--- src/shared/sw_consts.vh ---
// Constants for the sixteen-channel switch serial command decoder.
`ifndef SW_CONSTS_VH
`define SW_CONSTS_VH

// =====================================================================
// Control byte fields
// =====================================================================
`define CMD_FUNC_MSB 15
`define CMD_FUNC_LSB 12
`define CMD_GRP_MSB 11
`define CMD_GRP_LSB 8
`define GRP_LOW 4'h0
`define GRP_HIGH 4'hF

// Function nibbles, serial order MSB first, L = 0 and H = 1.
`define FUNC_DIAG 4'h0
`define FUNC_READBACK 4'hC
`define FUNC_ECHO 4'hA
`define FUNC_OR 4'h3
`define FUNC_AND 4'hF

// =====================================================================
// Response kinds for the following chip-select cycle
// =====================================================================
`define RESP_ZERO 2'h0
`define RESP_DIAG 2'h1
`define RESP_READBACK 2'h2
`define RESP_ECHO 2'h3

// =====================================================================
// Diagnosis codes, frame length and reset values
// =====================================================================
`define DIAG_NORMAL 2'h3
`define DIAG_OVERLOAD 2'h2
`define DIAG_OPEN_LOAD 2'h1
`define DIAG_SHORT_GND 2'h0
`define FRAME_BITS 16
`define RESET_OP_AND 1'h0

`endif

--- src/design/switch_spi_command_and_diagnosis.v ---
// Serial command decoder, output combiner and diagnosis latch of a sixteen-channel switch.
// Contract
// - Low nibble selects channels 1-8 or 9-16.
// - Diagnosis-only ignores data, outputs unchanged.
// - Read-back returns inputs 12,11,10,9,4,3,2,1 first.
// - Then eight one-bit faults, high means OK.
// - Echo loops SI to SO next frame only.
// - Echo does no processing; afterwards zeros.
// - OR combines parallel input with serial bit.
// - AND needs both parallel and serial on.
// - Combining operation is OR after reset.
// - Combining operation latched until opposite programmed.
// - Data bit high on; first bit highest channel.
// - Undefined control bytes ignored; next response zeros.
// - Fault pin pulled low on any channel error.
// - Faults latched; newer error overwrites older report.
// - SO high impedance while chip select high.
// - Two-bit codes HH ok, HL limit, LH open, LL ground.
// - Clear read diagnosis group at chip-select fall.
// - Response is sixteen bits in next frame.
// - Chip-select rise moves received bits to outputs.
// - MSB first; sample on SCLK fall, shift on rise.
// - Reset clears shift register, switches outputs off.
// - Polarity pin high: inputs active high, else low.
`timescale 1ns/10ps
`include "sw_consts.vh"

module switch_spi_command_and_diagnosis #(
  parameter CHANNELS = 16
)
(
  // Clock and reset.
  input wire CLK,
  input wire RESETN,
  // Serial link from the host.
  input wire SCLK,
  input wire CS_N,
  input wire SI,
  output reg SO_OUT,
  output reg SO_OE_N,
  // Parallel control and polarity.
  input wire [3:0] PARALLEL_CTRL_LOW_GROUP,
  input wire [3:0] PARALLEL_CTRL_HIGH_GROUP,
  input wire INPUT_POLARITY_PIN,
  // Per-channel fault codes from the output stages, two bits per channel.
  input wire [2*CHANNELS-1:0] CHANNEL_FAULT_CODE,
  // Power output commands and general fault pin.
  output reg [CHANNELS-1:0] CHANNEL_ON,
  output reg FAULT_OUT,
  output reg FAULT_OE_N
);

  // ===================================================================
  // Functions
  // ===================================================================
  // Full diagnosis word of one group, highest channel first.
  function [15:0] diag_word;
    input [15:0] d;
    integer k;
    begin
      diag_word = 16'h0000;
      for (k = 0; k < 8; k = k + 1)
      begin
        diag_word[2*k+1 -: 2] = d[2*k+1 -: 2];
      end
    end
  endfunction

  // One-bit fault byte of one group: high means the code is normal.
  function [7:0] fault_bits;
    input [15:0] d;
    integer k;
    begin
      fault_bits = 8'h00;
      for (k = 0; k < 8; k = k + 1)
      begin
        fault_bits[k] = (d[2*k+1 -: 2] == `DIAG_NORMAL);
      end
    end
  endfunction

  // ===================================================================
  // Input synchronisers
  // ===================================================================
  reg [2:0] link_meta_reg;
  reg [2:0] link_sync_reg;
  reg [8:0] par_meta_reg;
  reg [8:0] par_sync_reg;
  reg [2*CHANNELS-1:0] code_meta_reg;
  reg [2*CHANNELS-1:0] code_sync_reg;
  reg sclk_prev_reg;
  reg cs_prev_reg;

  // Every pin passes two flops; only the second stage is read.
  always @(posedge CLK or negedge RESETN)
  begin
    if (!RESETN)
    begin
      // Idle link levels: select high, clock and data low, so no false edge follows reset.
      link_meta_reg <= 3'h2;
      link_sync_reg <= 3'h2;
      par_meta_reg <= 9'h000;
      par_sync_reg <= 9'h000;
      code_meta_reg <= {2*CHANNELS{1'b1}};
      code_sync_reg <= {2*CHANNELS{1'b1}};
      sclk_prev_reg <= 1'b0;
      cs_prev_reg <= 1'b1;
    end
    else
    begin
      link_meta_reg <= {SI, CS_N, SCLK};
      link_sync_reg <= link_meta_reg;
      par_meta_reg <= {INPUT_POLARITY_PIN, PARALLEL_CTRL_HIGH_GROUP, PARALLEL_CTRL_LOW_GROUP};
      par_sync_reg <= par_meta_reg;
      code_meta_reg <= CHANNEL_FAULT_CODE;
      code_sync_reg <= code_meta_reg;
      sclk_prev_reg <= link_sync_reg[0];
      cs_prev_reg <= link_sync_reg[1];
    end
  end

  wire sclk_s = link_sync_reg[0];
  wire cs_s = link_sync_reg[1];
  wire si_s = link_sync_reg[2];
  wire cs_fall = cs_prev_reg & ~cs_s;
  wire cs_rise = ~cs_prev_reg & cs_s;
  // Clock edges only count inside a frame, so stray SCLK activity is ignored.
  wire sclk_fall = ~cs_s & sclk_prev_reg & ~sclk_s;
  wire sclk_rise = ~cs_s & ~sclk_prev_reg & sclk_s;

  // ===================================================================
  // Command state
  // ===================================================================
  reg [15:0] rx_reg;
  reg [15:0] tx_reg;
  reg [1:0] resp_kind_reg;
  reg resp_high_reg;
  reg op_and_reg;
  reg [15:0] serial_bits_reg;
  wire [2*CHANNELS-1:0] diag_bits;

  wire [3:0] func = rx_reg[`CMD_FUNC_MSB:`CMD_FUNC_LSB];
  wire [3:0] grp = rx_reg[`CMD_GRP_MSB:`CMD_GRP_LSB];
  wire grp_ok = (grp == `GRP_LOW) || (grp == `GRP_HIGH);
  wire grp_high = (grp == `GRP_HIGH);
  wire func_ok = (func == `FUNC_DIAG) || (func == `FUNC_READBACK) || (func == `FUNC_ECHO) ||
                 (func == `FUNC_OR) || (func == `FUNC_AND);
  wire cmd_valid = grp_ok & func_ok;
  wire echo_now = (resp_kind_reg == `RESP_ECHO);

  // Diagnosis of the group that the pending response reports on.
  wire [15:0] grp_diag = resp_high_reg ? diag_bits[31:16] : diag_bits[15:0];
  wire [7:0] par_pins = {par_sync_reg[7:4], par_sync_reg[3:0]};

  // Response image loaded at the falling chip-select edge.
  reg [15:0] resp_word;
  always @*
  begin
    case (resp_kind_reg)
      `RESP_DIAG: resp_word = diag_word(grp_diag);
      `RESP_READBACK: resp_word = {par_pins, fault_bits(grp_diag)};
      `RESP_ECHO: resp_word = 16'h0000;
      default: resp_word = 16'h0000;
    endcase
  end

  // ===================================================================
  // Shift registers and command decode
  // ===================================================================
  // Response and command are exchanged in separate frames: the reply of a
  // command always rides in the next chip-select period.
  always @(posedge CLK or negedge RESETN)
  begin
    if (!RESETN)
    begin
      rx_reg <= 16'h0000;
      tx_reg <= 16'h0000;
      resp_kind_reg <= `RESP_DIAG;
      resp_high_reg <= 1'b0;
      op_and_reg <= `RESET_OP_AND;
      serial_bits_reg <= 16'h0000;
    end
    else if (cs_fall)
    begin
      tx_reg <= {resp_word[14:0], 1'b0};
      rx_reg <= 16'h0000;
    end
    else if (cs_rise)
    begin
      if (echo_now)
      begin
        resp_kind_reg <= `RESP_ZERO;
      end
      else if (!cmd_valid)
      begin
        resp_kind_reg <= `RESP_ZERO;
      end
      else
      begin
        resp_high_reg <= grp_high;
        case (func)
          `FUNC_DIAG: resp_kind_reg <= `RESP_DIAG;
          `FUNC_READBACK: resp_kind_reg <= `RESP_READBACK;
          `FUNC_ECHO: resp_kind_reg <= `RESP_ECHO;
          `FUNC_OR:
          begin
            resp_kind_reg <= `RESP_DIAG;
            op_and_reg <= 1'b0;
          end
          default:
          begin
            resp_kind_reg <= `RESP_DIAG;
            op_and_reg <= 1'b1;
          end
        endcase
        // Data byte bit 7 commands the highest channel of the group.
        if ((func == `FUNC_OR) || (func == `FUNC_AND))
        begin
          if (grp_high)
            serial_bits_reg[15:8] <= rx_reg[7:0];
          else
            serial_bits_reg[7:0] <= rx_reg[7:0];
        end
      end
    end
    else
    begin
      if (sclk_fall)
      begin
        rx_reg <= {rx_reg[14:0], si_s};
      end
      if (sclk_rise)
      begin
        tx_reg <= {tx_reg[14:0], 1'b0};
      end
    end
  end

  // ===================================================================
  // Serial output pin
  // ===================================================================
  // In echo frames SO follows the synchronised SI, so the host sees its own
  // bits back delayed by the sampling pipeline only.
  always @(posedge CLK or negedge RESETN)
  begin
    if (!RESETN)
    begin
      SO_OUT <= 1'b0;
      SO_OE_N <= 1'b1;
    end
    else
    begin
      SO_OE_N <= cs_s;
      if (cs_s)
        SO_OUT <= 1'b0;
      else if (echo_now)
        SO_OUT <= si_s;
      else if (cs_fall)
        SO_OUT <= resp_word[15];
      else if (sclk_rise)
        SO_OUT <= tx_reg[15];
    end
  end

  // ===================================================================
  // Diagnosis register
  // ===================================================================
  // A fresh error in the clearing cycle wins over the clear, so no report
  // is lost between the read and the reset of the group.
  genvar ch;
  generate
    for (ch = 0; ch < CHANNELS; ch = ch + 1)
    begin : g_diag
      wire [1:0] code = code_sync_reg[2*ch+1 -: 2];
      wire in_grp = (ch >= 8) == resp_high_reg;
      wire read_now = cs_fall && in_grp &&
                      ((resp_kind_reg == `RESP_DIAG) || (resp_kind_reg == `RESP_READBACK));
      reg [1:0] slot_reg;
      always @(posedge CLK or negedge RESETN)
      begin
        if (!RESETN)
          slot_reg <= `DIAG_NORMAL;
        else if (code != `DIAG_NORMAL)
          slot_reg <= code;
        else if (read_now)
          slot_reg <= `DIAG_NORMAL;
      end
      assign diag_bits[2*ch+1 -: 2] = slot_reg;
    end
  endgenerate

  // ===================================================================
  // Output combiner and fault pin
  // ===================================================================
  // Parallel inputs are folded to active high by the polarity pin.
  wire [7:0] par_active = par_pins ^ {8{~par_sync_reg[8]}};
  reg [CHANNELS-1:0] on_next;
  integer i;
  always @*
  begin
    on_next = serial_bits_reg;
    for (i = 0; i < 4; i = i + 1)
    begin
      on_next[i] = op_and_reg ? (serial_bits_reg[i] & par_active[i]) :
                   (serial_bits_reg[i] | par_active[i]);
      on_next[i+8] = op_and_reg ? (serial_bits_reg[i+8] & par_active[i+4]) :
                     (serial_bits_reg[i+8] | par_active[i+4]);
    end
  end

  // Registered power commands and open-drain fault flag.
  always @(posedge CLK or negedge RESETN)
  begin
    if (!RESETN)
    begin
      CHANNEL_ON <= {CHANNELS{1'b0}};
      FAULT_OUT <= 1'b0;
      FAULT_OE_N <= 1'b1;
    end
    else
    begin
      CHANNEL_ON <= on_next;
      FAULT_OUT <= 1'b0;
      FAULT_OE_N <= (diag_bits == {2*CHANNELS{1'b1}});
    end
  end

endmodule

--- config.mk ---
export PLATFORM = sky130hd
export DESIGN_NAME = switch_spi_command_and_diagnosis
export DESIGN_NICKNAME = d
export VERILOG_FILES = /design/src/design/switch_spi_command_and_diagnosis.v
export VERILOG_INCLUDE_DIRS = /design/src /design/src/shared
export SDC_FILE = /design/constraint.sdc
export NUM_CORES = 1
export LEC_CHECK = 0
export ABC_AREA = 1
export BUFFER_PORTS_ARGS = -buffer_cell sky130_fd_sc_hd__buf_2
export CORE_MARGIN = 1
export CORE_UTILIZATION = 45
export DETAILED_ROUTE_END_ITERATION = 12
export HOLD_SLACK_MARGIN = 0.15
export PLACE_DENSITY_LB_ADDON = 0.05
export SLEW_MARGIN = 10
export SYNTH_ARGS = -nofsm -noshare
export SYNTH_HDL_FRONTEND = slang
export SYNTH_SLANG_ARGS = --single-unit
--- constraint.sdc ---
create_clock -name CLK -period 1.7 [get_ports CLK]
set_clock_uncertainty 0.05 [all_clocks]
set_input_delay 0.34 -clock CLK [delete_from_list [all_inputs] [get_ports CLK]]
set_output_delay 0.34 -clock CLK [all_outputs]
set_load 0.01 [all_outputs]
* Yosys cells after proc, flatten, opt, wreduce, memory -nomap -nowiden
Index checks and enable logic that the tools add are counted.
** Word-level totals
- Input port bits :: 46
- Bits in registers :: 192
** Operators by class
- Bitwise operators :: 34
- Equal/unequal tests :: 34
- Reduce and logical (&&, ||, !) cells :: 40
- Muxes and demuxes :: 42
** Operators with widths (number)
- 2-to-1 mux 16 bit :: 7
- 2-to-1 mux 2 bit :: 20
- nonzero test 2 bit :: 18
- inequality test 2 bit, second input constant :: 17
- equality test 32 bit, second input constant :: 1
- case mux 16 bit (2 select lines) :: 1
- equality test 2 bit, second input constant :: 10
- equality test 4 bit, second input constant :: 4
- bitwise AND 1 bit :: 15
- 2-to-1 mux 1 bit :: 12
- AND reduction 6 bit :: 2
- inverter 1 bit :: 10
- zero test 4 bit :: 2
- bitwise OR 1 bit :: 8
- XOR 8 bit :: 1
- logical OR 1 bit :: 7
- AND reduction 2 bit :: 3
- AND reduction 5 bit :: 1
- equality test 4 x 2 -> 1 bit, second input constant :: 1
- logical AND 1 bit :: 4
- case mux 2 bit (2 select lines) :: 1
- AND reduction 4 bit :: 1
- nonzero test 4 bit :: 1
- OR reduction 3 bit :: 1
- other kinds (2) :: 2

* Longest topological paths before layout
Gate-level depths: netlist (run 1).
- Depth in word-level cells :: 8
- Depth in mapped cells :: 9
- Mapped depth without buffers :: 8

* Worst setup path after synthesis (run 1)
No wires, ideal clock.
- Path kind :: reg-to-reg
- From :: reg resp_kind_reg[0]
- To :: reg tx_reg[12]
- Clock period less this slack :: 1580 ps
- Arrival time :: 1452 ps
- Data required time :: 1573 ps
- Setup slack :: 120 ps
- Buffers on the path :: 1
- Setup time :: 77 ps
- Stages on the path, launching flop included :: 7
- Path through :: dfstp_2 > inv_1 > ha_1 > nor2_8 > buf_4 > nand2_1 > a21oi_1
** Between the ends
- Word-level cells in the longest chain between the ends :: 3
- Elaborated cells on any way between the ends :: 4
- Those cells by class :: eq/ne: 2; mux: 2
** RTL lines
- start, declared :: line switch_spi_command_and_diagnosis.v:136 : reg [1:0] resp_kind_reg;
- start signal, assigned :: line switch_spi_command_and_diagnosis.v:178 : resp_kind_reg <= `RESP_DIAG;
- start signal, assigned :: line switch_spi_command_and_diagnosis.v:192 : resp_kind_reg <= `RESP_ZERO;
- start signal, assigned :: line switch_spi_command_and_diagnosis.v:196 : resp_kind_reg <= `RESP_ZERO;
- equality test 2 bit / equality test 2 x 1 -> 1 bit (equally long branches)
- case mux 16 bit (2 select lines) * :: line switch_spi_command_and_diagnosis.v:159 : case (resp_kind_reg)
- 2-to-1 mux 16 bit * :: line switch_spi_command_and_diagnosis.v:183 : else if (cs_fall)
- end signal, assigned :: line switch_spi_command_and_diagnosis.v:185 : tx_reg <= {resp_word[14:0], 1'b0};
- end signal, assigned :: line switch_spi_command_and_diagnosis.v:234 : tx_reg <= {tx_reg[14:0], 1'b0};
- end, declared :: line switch_spi_command_and_diagnosis.v:135 : reg [15:0] tx_reg;
Mark *: on every way between the ends. The rest lies on a longest branch, timed or not.
A chain may end at the register's enable or synchronous reset.

* Final worst setup path (run 1)
- From :: reg resp_kind_reg[0]
- To :: reg g_diag[0].slot_reg[1]
** Between the ends
- Word-level cells in the longest chain between the ends :: 4
- Elaborated cells on any way between the ends :: 5
- Those cells by class :: eq/ne: 2; reduce/logical: 3
** RTL lines
- equality test 2 x 1 -> 1 bit (no source line) / equality test 2 bit (equally long branches)
- logical OR 1 bit * :: line switch_spi_command_and_diagnosis.v:277 : ((resp_kind_reg == `RESP_DIAG) || (resp_kind_reg == `RESP_READBACK));
- logical AND 1 bit * :: line switch_spi_command_and_diagnosis.v:276 : wire read_now = cs_fall && in_grp &&
- nonzero test 2 bit (no source line) *
- end signal, assigned :: line switch_spi_command_and_diagnosis.v:282 : slot_reg <= `DIAG_NORMAL;
- end signal, assigned :: line switch_spi_command_and_diagnosis.v:284 : slot_reg <= code;
- end signal, assigned :: line switch_spi_command_and_diagnosis.v:286 : slot_reg <= `DIAG_NORMAL;
- end, declared :: line switch_spi_command_and_diagnosis.v:278 : reg [1:0] slot_reg;
Marked as above.

==> summary.txt, run 1 <==
status = finished, final reports clean
placed cell count = 918
worst setup path startpoint = resp_kind_reg[0]
CP Max Fanout = 6
number of sinks driven by the clock tree = 191
Setup Buffers After CTS = 0
termination of the worst setup path = g_diag[0].slot_reg[1]
first-iteration detailed-routing DRC count = 239
post-route clock period utilization = 94.7%
Max Used Layer = met4
DRT Pass-1 Iters = 4
horizontal die dimension = 127 um
post-DP HPWL = 8.44 mm
Die Span Y = 127 um
cells along the critical path = inv_1 -> ha_4 -> nor2_8 -> nand2_8 -> buf_4 -> a31oi_1
total via count after detailed routing = 4649
Reg2Reg Launch Point = resp_kind_reg[0]
master of the slowest instance on the critical path = sky130_fd_sc_hd__dfstp_2
H-Tree Depth = 4
max frequency = 621 MHz
required time of the worst setup path = 2.00 ns
number of global-route vias before repair = 4794
Worst Hold Class = primary input to async pin
area fraction of the dominant cell type after synthesis = 37.6%
min cycle time layout = 1.61 ns
gr ovfl total = 0
count of flip-flops with a built-in enable after synthesis = 0
residual antenna-violating net count after detailed routing = 0
startpoint type of the worst setup path = flop
Cell Area, Synth = 7060 um^2
number of hold-slack violations in the final timing report = 0
Total Die Area = 16200 um^2
MaxCap Viol Count = 0
wire length of the first global-routing pass = 22.4 mm
metal1 wirelength = 5.78 mm
overall track demand over capacity in global routing = 18.0%
most instantiated flip-flop cell in the synthesis netlist = sky130_fd_sc_hd__dfstp_2
Mean Syn Cell Area = 11.0 um^2
number of instances in the synthesized netlist = 641
worst endpoint data arrival time = 1.91 ns
Max Buffers Root-to-Sink = 2
register-to-register setup slack = 0.09 ns
number of synthesized register bits = 191
placer congestion estimate = 0.771
most common cell after layout, fill and taps aside = sky130_fd_sc_hd__nand2_1
CTS tree = built
register area = 4910 um^2
most frequent cells in the layout = sky130_fd_sc_hd__nand2_1 (148), sky130_fd_sc_hd__dfstp_2 (101), sky130_fd_sc_hd__dfrtp_1 (90)
Multi-input gate area = 1810 um^2
count of placed standard cells in the final layout, fillers left out = 995
wire length per cell after detailed routing = 12.8 um
setup repair after global routing missed its margin = yes
maximum number of pins on one net before global-route repair = 61
FF-to-FF path depth = 6
asr flop ratio synth = 100%
area growth from synthesis to final layout = 24.2%
Final Setup Violations = 0
measured slew at the worst slew-check pin = 0.533 ns
fraction of final layout cells with drive strength greater than 1 = 30.4%
buffer type at the clock tree root = sky130_fd_sc_hd__clkbuf_16
DRC errors left = 0
worst-case vdd ir drop = 0.000789 V
Routed WL = 12.7 mm
TritonCTS Buffers = 17
Fill cells = 1317
Fin Hold WS = 0.298 ns
kind of critical path = flop to flop
clk slew on worst S/H paths = 0.06 ns
antenna diode count = 0
IO Pins = 66
Std-Cell Core Area = 15300 um^2
Yosys warning total = 0
largest cells by area after synthesis = sky130_fd_sc_hd__dfstp_2 (38%), sky130_fd_sc_hd__dfrtp_1 (32%), sky130_fd_sc_hd__nand2_1 (7.9%)
Post-Route Utilization = 57.5%
Leakage = 4.12 nW
syn nets = 690
TNS Setup = 0 ns
kind of end point of the critical path = flop
library cells used by synthesis = 32
source-to-sink clock delay at the later pin of the worst-skew pair = 0.42 ns
proportion of synthesized chip area in sequential cells = 69.4%
Slew HR = 64.2%
post-synth top area cell = sky130_fd_sc_hd__dfstp_2
Met3 Routed Length = 373 um
critical register-to-register path endpoint = g_diag[0].slot_reg[1]
Avg Vias per Cell = 4.67
power density over cell area = 1070 nW/um^2
count of input and output buffers = 64
number of max-slew violations in the final report = 0
row cnt = 45
antenna violations before repair = 0
routed wire length on met2 = 6.43 mm
nets@finish = 820
longest individual stage delay on the worst path = 0.56 ns
starting density of the core = 46.3%
## layer usage
layer | vias to the layer above | global-route usage [%]
met5 | - | 0
met3 | 12 | 4.90
met4 | 0 | 6.79
met1 | 2248 | 22.3
met2 | 80 | 30.3
li1 | 2309 | -
## through the flow
| stage | area (um^2) | setup WS (ns) | power (mW) |
|---|---|---|---|
| after floorplan | 7060 | 0.120 | 5.40 |
| after global placement | 7740 | 0.0342 | 5.68 |
| after detailed placement | 7740 | -0.0353 | 5.71 |
| after CTS | 8740 | 0.0239 | 9.54 |
| after global routing | 8780 | -0.00195 | 9.83 |
| final | 8780 | 0.0909 | 9.40 |
## layout make-up
class	instances	area share, %
clock inverter	8	0.556
inverter	69	2.95
clock buffer	24	5.75
timing repair buffer	129	11.2
tap	211	3.01
multi-input combinational	363	20.7
sequential	191	55.9
## report_power, final
| group | switching, mW | internal [mW] | total (mW) |
|---|---|---|---|
| sequential | 0.134 | 4.90 | 5.04 |
| combinational | 0.370 | 0.303 | 0.673 |
| clock | 1.61 | 2.08 | 3.69 |
## what timing repair did
| item | 4_1_cts | 5_1_grt |
|---|---|---|
| hold endpoints to repair | 135 | 0 |
| hold buffers | 45 | 0 |
| gates resized for setup | 1 | 6 |
| pin swaps | 0 | 1 |
| setup endpoints to repair | 16 | 24 |
## critical path: cells and delay by family, from the launching register on
| kind | cells | cell delay [ns] |
|---|---|---|
| AOI/OAI and AO/OA | 1 | 0.13 |
| adders and majority gates | 1 | 0.26 |
| buffers and inverters | 2 | 0.23 |
| DFF | 1 | 0.56 |
| and+or+nand+nor | 2 | 0.29 |
## how the worst min path moves through the flow
| stage | slack, ns | cells past startpoint | end |
|---|---|---|---|
| global route | 0.30 | 0 | link_sync_reg[2] |
| global placement | 0.18 | 1 | CHANNEL_ON[15] |
| finish | 0.30 | 2 | CHANNEL_ON[15] |
| floorplan | -0.006 | 0 | CHANNEL_ON[0] |
| detailed placement | 0.19 | 1 | CHANNEL_ON[15] |
| CTS | 0.30 | 2 | CHANNEL_ON[15] |
## synth_stat cells (all sizes together), types with 3 or more instances
| library cell | n |
|---|---|
| nand3 | 17 |
| maj3 | 8 |
| dfrtp | 90 |
| nor2 | 59 |
| nand4 | 13 |
| ha | 3 |
| a21oi | 59 |
| buf | 14 |
| a31oi | 3 |
| inv | 68 |
| o21ai | 23 |
| clkbuf | 4 |
| o22ai | 14 |
| nand2 | 152 |
| xnor2 | 8 |
| dfstp | 101 |
## cells by family (layout without fill, tap and decap cells)
| logic type | after synthesis | count (layout) | share of synthesized area, % |
|---|---|---|---|
| adders and majority gates | 11 | 11 | 1.66 |
| and+or+nand+nor | 241 | 241 | 14.3 |
| xor gates and xnor gates | 8 | 8 | 0.992 |
| buffers and inverters | 87 | 230 | 5.35 |
| other | 1 | 1 | 0.0531 |
| DFF | 191 | 191 | 69.4 |
| AOI/OAI and AO/OA | 102 | 102 | 8.24 |
No activity file was read; power rests on OpenSTA's default activity.
==> run 2, diff against run 1 <==
- CELL_PAD_IN_SITES_DETAIL_PLACEMENT: not set -> 1
- CELL_PAD_IN_SITES_GLOBAL_PLACEMENT: not set -> 2
- CORE_UTILIZATION: 45 -> 39
==> summary.txt, run 2 (synthesized netlist as in run 1, its figures left out) <==
status = finished, final reports clean (unchanged)
Multi-input gate area = 1800 um^2 (was 1810 um^2)
clk slew on worst S/H paths = 0.07 ns (was 0.06 ns)
worst-case vdd ir drop = 0.000983 V (was 0.000789 V)
IO Pins = 66 (unchanged)
register area = 4910 um^2 (unchanged)
CTS tree = built (unchanged)
H-Tree Depth = 4 (unchanged)
startpoint type of the worst setup path = flop (unchanged)
nets@finish = 822 (was 820)
setup repair after global routing missed its margin = no (was yes)
max frequency = 626 MHz (was 621 MHz)
longest individual stage delay on the worst path = 0.53 ns (was 0.56 ns)
kind of end point of the critical path = flop (unchanged)
most common cell after layout, fill and taps aside = sky130_fd_sc_hd__nand2_1 (unchanged)
required time of the worst setup path = 2.00 ns (about the same)
buffer type at the clock tree root = sky130_fd_sc_hd__clkbuf_16 (unchanged)
master of the slowest instance on the critical path = sky130_fd_sc_hd__dfstp_2 (unchanged)
area of all placed cells without fillers = 8840 um^2 (was 8780 um^2)
source-to-sink clock delay at the later pin of the worst-skew pair = 0.43 ns (was 0.42 ns)
Die Span Y = 137 um (was 127 um)
worst endpoint data arrival time = 1.90 ns (was 1.91 ns)
wire length of the first global-routing pass = 25.8 mm (was 22.4 mm)
post-DP HPWL = 10.6 mm (was 8.44 mm)
total via count after detailed routing = 4740 (was 4649)
wire length per cell after detailed routing = 14.8 um (was 12.8 um)
Fin Hold WS = 0.299 ns (was 0.298 ns)
DRT Pass-1 Iters = 4 (unchanged)
kind of critical path = flop to flop (unchanged)
Total Die Area = 18700 um^2 (was 16200 um^2)
final total power = 9.54 mW (was 9.40 mW)
starting density of the core = 40.4% (was 46.3%)
number of global-route vias before repair = 5175 (was 4794)
Leakage = 4.16 nW (was 4.12 nW)
DRC errors left = 0 (unchanged)
placed standard-cell area = 7810 um^2 (was 7740 um^2)
horizontal die dimension = 137 um (was 127 um)
row cnt = 48 (was 45)
Std-Cell Core Area = 17500 um^2 (was 15300 um^2)
Post-Route Utilization = 50.6% (was 57.5%)
power density over cell area = 1080 nW/um^2 (was 1070 nW/um^2)
placer congestion estimate = 0.750 (was 0.771)
fraction of final layout cells with drive strength greater than 1 = 31.0% (was 30.4%)
min cycle time layout = 1.60 ns (was 1.61 ns)
TritonCTS Buffers = 17 (unchanged)
overall track demand over capacity in global routing = 18.3% (was 18.0%)
Fill cells = 1919 (was 1317)
most frequent cells in the layout = sky130_fd_sc_hd__nand2_1 (148), sky130_fd_sc_hd__dfstp_2 (101), sky130_fd_sc_hd__dfrtp_1 (90) (unchanged)
number of hold-slack violations in the final timing report = 0 (unchanged)
CP Max Fanout = 10 (was 6)
Final Setup Violations = 0 (unchanged)
maximum number of pins on one net before global-route repair = 47 (was 61)
measured slew at the worst slew-check pin = 0.505 ns (was 0.533 ns)
gr ovfl total = 0 (unchanged)
number of sinks driven by the clock tree = 191 (unchanged)
Slew HR = 66.3% (was 64.2%)
Routed WL = 14.9 mm (was 12.7 mm)
antenna violations before repair = 0 (unchanged)
MaxCap Viol Count = 0 (unchanged)
TNS Setup = 0 ns (unchanged)
first-iteration detailed-routing DRC count = 210 (was 239)
cells along the critical path = inv_1 -> ha_2 -> nor2_8 -> buf_4 -> nand2_1 -> a21oi_1 (was inv_1 -> ha_4 -> nor2_8 -> nand2_8 -> buf_4 -> a31oi_1)
residual antenna-violating net count after detailed routing = 0 (unchanged)
Avg Vias per Cell = 4.69 (was 4.67)
antenna diode count = 0 (unchanged)
count of input and output buffers = 64 (unchanged)
area growth from synthesis to final layout = 25.1% (was 24.2%)
post-route clock period utilization = 93.9% (was 94.7%)
number of max-slew violations in the final report = 0 (unchanged)
Worst Hold Class = flop to flop (was primary input to async pin)
Max Buffers Root-to-Sink = 2 (unchanged)
run 2: changes by cell type in the layout (fill, tap and decap cells not counted), moves of 3 or more:
cell,previous run,this run
sky130_fd_sc_hd__nand2_4,0,3
sky130_fd_sc_hd__clkinv_4,0,3
sky130_fd_sc_hd__buf_12,4,7
sky130_fd_sc_hd__inv_8,0,3
sky130_fd_sc_hd__clkbuf_1,4,0
sky130_fd_sc_hd__clkinv_2,4,0
run 2: through the flow:
| step | setup slack (ns) | std cells |
|---|---|---|
| after floorplan | 0.120 | 641 |
| after global placement | 0.0910 | 934 |
| after detailed placement | 0.0506 | 934 |
| after CTS | 0.0223 | 1010 |
| after global routing | 0.00102 | 1010 |
| final | 0.103 | 1010 |
run 2: final cells by class:
type                    count  area share (%)
clock buffers              18            4.97
clock inverters            13            1.39
inverters                  69            2.93
multi-input cells         363            20.4
flip-flops and latches    191            55.5
well taps                 225            3.19
repair buffers            131            11.7
run 2: power by group:
| part | internal [mW] | switching [mW] |
|---|---|---|
| clock network | 1.97 | 1.83 |
| registers | 4.90 | 0.138 |
| logic | 0.315 | 0.390 |
| total | 7.18 | 2.35 |
run 2: layer usage:
layer / vias up / track usage, % / wire length, um
li1: 2308 / - / -
met1: 2340 / 23.3 / 6960
met5: - / 0 / 0
met3: 18 / 3.96 / 428
met2: 74 / 31.1 / 7370
met4: 0 / 5.37 / 172
run 2: repair_timing:
action	in CTS	in global routing
gates resized for setup	0	4
setup buffers	0	0
hold buffers	45	0
endpoints found under the setup margin	0	51
hold endpoints to repair	137	0
run 2: final timing paths:
| path | cells past startpoint | slack, ns | endpoint | start |
|---|---|---|---|---|
| worst min-delay path | 0 | 0.30 | par_sync_reg[7] | par_meta_reg[7] |
| min in group asynchronous | 2 | 0.31 | CHANNEL_ON[7] | RESETN |
| worst max register to register | 6 | 0.10 | tx_reg[2] | resp_kind_reg[0] |
| max in group asynchronous | 3 | 0.65 | link_meta_reg[1] | RESETN |
| worst max-delay path | 6 | 0.10 | tx_reg[2] | resp_kind_reg[0] |
| worst min register to register | 0 | 0.30 | par_sync_reg[7] | par_meta_reg[7] |
run 2: critical path: cells and delay by family (launching register included):
family	cells	cell delay (ns)
AND/OR/NAND/NOR	2	0.24
flip-flops	1	0.53
adder cells (fa/ha/maj)	1	0.32
AO/OA/AOI/OAI	1	0.13
buffers and inverters	2	0.24
==> run 3, diff against run 2 <==
- SETUP_SLACK_MARGIN: not set -> 0.4
==> summary.txt, run 3 (synthesized netlist as in run 1, its figures left out) <==
post-route clock period utilization = 94.0% (was 93.9%)
first-iteration detailed-routing DRC count = 192 (was 210)
antenna diode count = 0 (unchanged)
count of placed standard cells in the final layout, fillers left out = 1044 (was 1010)
placed cell count = 934 (unchanged)
MaxCap Viol Count = 0 (unchanged)
TNS Setup = 0 ns (unchanged)
starting density of the core = 40.4% (unchanged)
gr ovfl total = 0 (unchanged)
row cnt = 48 (unchanged)
worst-case vdd ir drop = 0.000963 V (was 0.000983 V)
source-to-sink clock delay at the later pin of the worst-skew pair = 0.44 ns (was 0.43 ns)
setup repair after global routing missed its margin = yes (was no)
Routed WL = 17.8 mm (was 14.9 mm)
post-DP HPWL = 10.9 mm (was 10.6 mm)
Avg Vias per Cell = 4.78 (was 4.69)
Fin Hold WS = 0.302 ns (was 0.299 ns)
CP Max Fanout = 7 (was 10)
sequential fraction of design power = 50.7% (was 52.8%)
count of input and output buffers = 64 (unchanged)
nets@finish = 855 (was 822)
buffer type at the clock tree root = sky130_fd_sc_hd__clkbuf_16 (unchanged)
area growth from synthesis to final layout = 39.9% (was 25.1%)
Std-Cell Core Area = 17500 um^2 (unchanged)
overall track demand over capacity in global routing = 19.7% (was 18.3%)
area of all placed cells without fillers = 9880 um^2 (was 8840 um^2)
number of global-route vias before repair = 5453 (was 5175)
startpoint type of the worst setup path = flop (unchanged)
power share of the combinational group = 9.8% (was 7.4%)
placed standard-cell area = 7850 um^2 (was 7810 um^2)
power density over cell area = 1010 nW/um^2 (was 1080 nW/um^2)
maximum number of pins on one net before global-route repair = 38 (was 47)
min cycle time layout = 1.60 ns (about the same)
most common cell after layout, fill and taps aside = sky130_fd_sc_hd__nand2_1 (unchanged)
wire length of the first global-routing pass = 27.6 mm (was 25.8 mm)
Max Buffers Root-to-Sink = 2 (unchanged)
cell internal pwr = 7.34 mW (was 7.18 mW)
max frequency = 626 MHz (about the same)
switching component of the power = 2.64 mW (was 2.35 mW)
IO Pins = 66 (unchanged)
number of hold-slack violations in the final timing report = 0 (unchanged)
total via count after detailed routing = 4986 (was 4740)
switching fraction of total power = 26.5% (was 24.7%)
DRT Pass-1 Iters = 4 (unchanged)
Die Span Y = 137 um (unchanged)
status = finished, final reports clean (unchanged)
Fill cells = 1805 (was 1919)
fraction of final layout cells with drive strength greater than 1 = 46.9% (was 31.0%)
kind of critical path = flop to flop (unchanged)
Clock power frac = 39.5% (was 39.8%)
kind of end point of the critical path = flop (unchanged)
number of sinks driven by the clock tree = 191 (unchanged)
Post-Place Setup Slack = -0.0322 ns (was 0.0506 ns)
TritonCTS Buffers = 17 (unchanged)
required time of the worst setup path = 2.02 ns (was 2.00 ns)
number of max-slew violations in the final report = 0 (unchanged)
Leakage = 4.53 nW (was 4.16 nW)
horizontal die dimension = 137 um (unchanged)
clk slew on worst S/H paths = 0.07 ns (about the same)
worst endpoint data arrival time = 1.92 ns (was 1.90 ns)
wire length per cell after detailed routing = 17.1 um (was 14.8 um)
H-Tree Depth = 4 (unchanged)
antenna violations before repair = 0 (unchanged)
Total Die Area = 18700 um^2 (unchanged)
CTS tree = built (unchanged)
placer congestion estimate = 0.735 (was 0.750)
most frequent cells in the layout = sky130_fd_sc_hd__nand2_1 (123), sky130_fd_sc_hd__dfstp_2 (101), sky130_fd_sc_hd__dfrtp_1 (89) (was sky130_fd_sc_hd__nand2_1 (148), sky130_fd_sc_hd__dfstp_2 (101), sky130_fd_sc_hd__dfrtp_1 (90))
Worst Hold Class = flop to flop (unchanged)
Final Setup Violations = 0 (unchanged)
minimum setup slack in the final design = 0.102 ns (was 0.103 ns)
residual antenna-violating net count after detailed routing = 0 (unchanged)
DRC errors left = 0 (unchanged)
==> run 3: power groups by stage <==
stage               sequential, mW  combinational [mW]  clock [mW]
detailed placement            5.12               0.655           0
floorplan                     5.08               0.349           0
global route                  5.09                1.07        4.23
CTS                           5.05               0.810        4.08
finish                        5.06               0.980        3.94
global placement              5.11               0.629           0
==> run 3: metal layers <==
metal / up-vias / part of all wire [%] / GRT usage [%]
li1: 2372 / - / -
met1: 2538 / 46 / 26.2
met4: 0 / 1.1 / 5.93
met5: - / 0 / 0
met3: 13 / 2.5 / 4.04
met2: 63 / 51 / 32.4
==> run 3: area by class of cell <==
class / count / area (um^2) / share of cell area (%)
Timing Repair Buffer: 161 / 1430 / 14.5
Multi-Input combinational cell: 366 / 2400 / 24.3
Tap cell: 225 / 282 / 2.85
Inverter: 69 / 274 / 2.77
Clock inverter: 15 / 165 / 1.67
Sequential cell: 191 / 4910 / 49.7
Clock buffer: 17 / 425 / 4.30
==> run 3: worst max-delay path, stage by stage (launching register included) <==
cell and delay, ns:
sky130_fd_sc_hd__dfstp_2 0.55, sky130_fd_sc_hd__inv_2 0.05, sky130_fd_sc_hd__ha_4 0.23, sky130_fd_sc_hd__nor2_8 0.22, sky130_fd_sc_hd__nand2_8 0.12, sky130_fd_sc_hd__clkbuf_16 0.19, sky130_fd_sc_hd__a21oi_2 0.12
==> run 3: path summary, 6_finish.rpt <==
path / startpoint / depth (start not counted) / slack, ns / endpoint
worst max register to register: resp_kind_reg[0] / 6 / 0.10 / g_diag[5].slot_reg[1]
worst min register to register: link_meta_reg[0] / 0 / 0.30 / link_sync_reg[0]
worst max-delay path: resp_kind_reg[0] / 6 / 0.10 / g_diag[5].slot_reg[1]
min in group asynchronous: RESETN / 2 / 0.32 / serial_bits_reg[13]
max in group asynchronous: RESETN / 3 / 0.65 / g_diag[12].slot_reg[0]
worst min-delay path: link_meta_reg[0] / 0 / 0.30 / link_sync_reg[0]
==> run 3: stage by stage <==
stage / total power, mW / util, %
global route: 10.4 / 56.6
floorplan: 5.43 / -
finish: 9.98 / 56.6
global placement: 5.74 / 44.9
CTS: 9.93 / 53.2
detailed placement: 5.78 / 44.9
==> run 3: timing repair <==
item | in CTS | in global routing
buffers inserted | 19 | 7
cloned | 3 | 4
endpoints found under the setup margin | 106 | 111
hold buffers | 45 | 0
pin swaps | 15 | 32
resized for setup | 60 | 99
endpoints found under the hold margin | 140 | 0
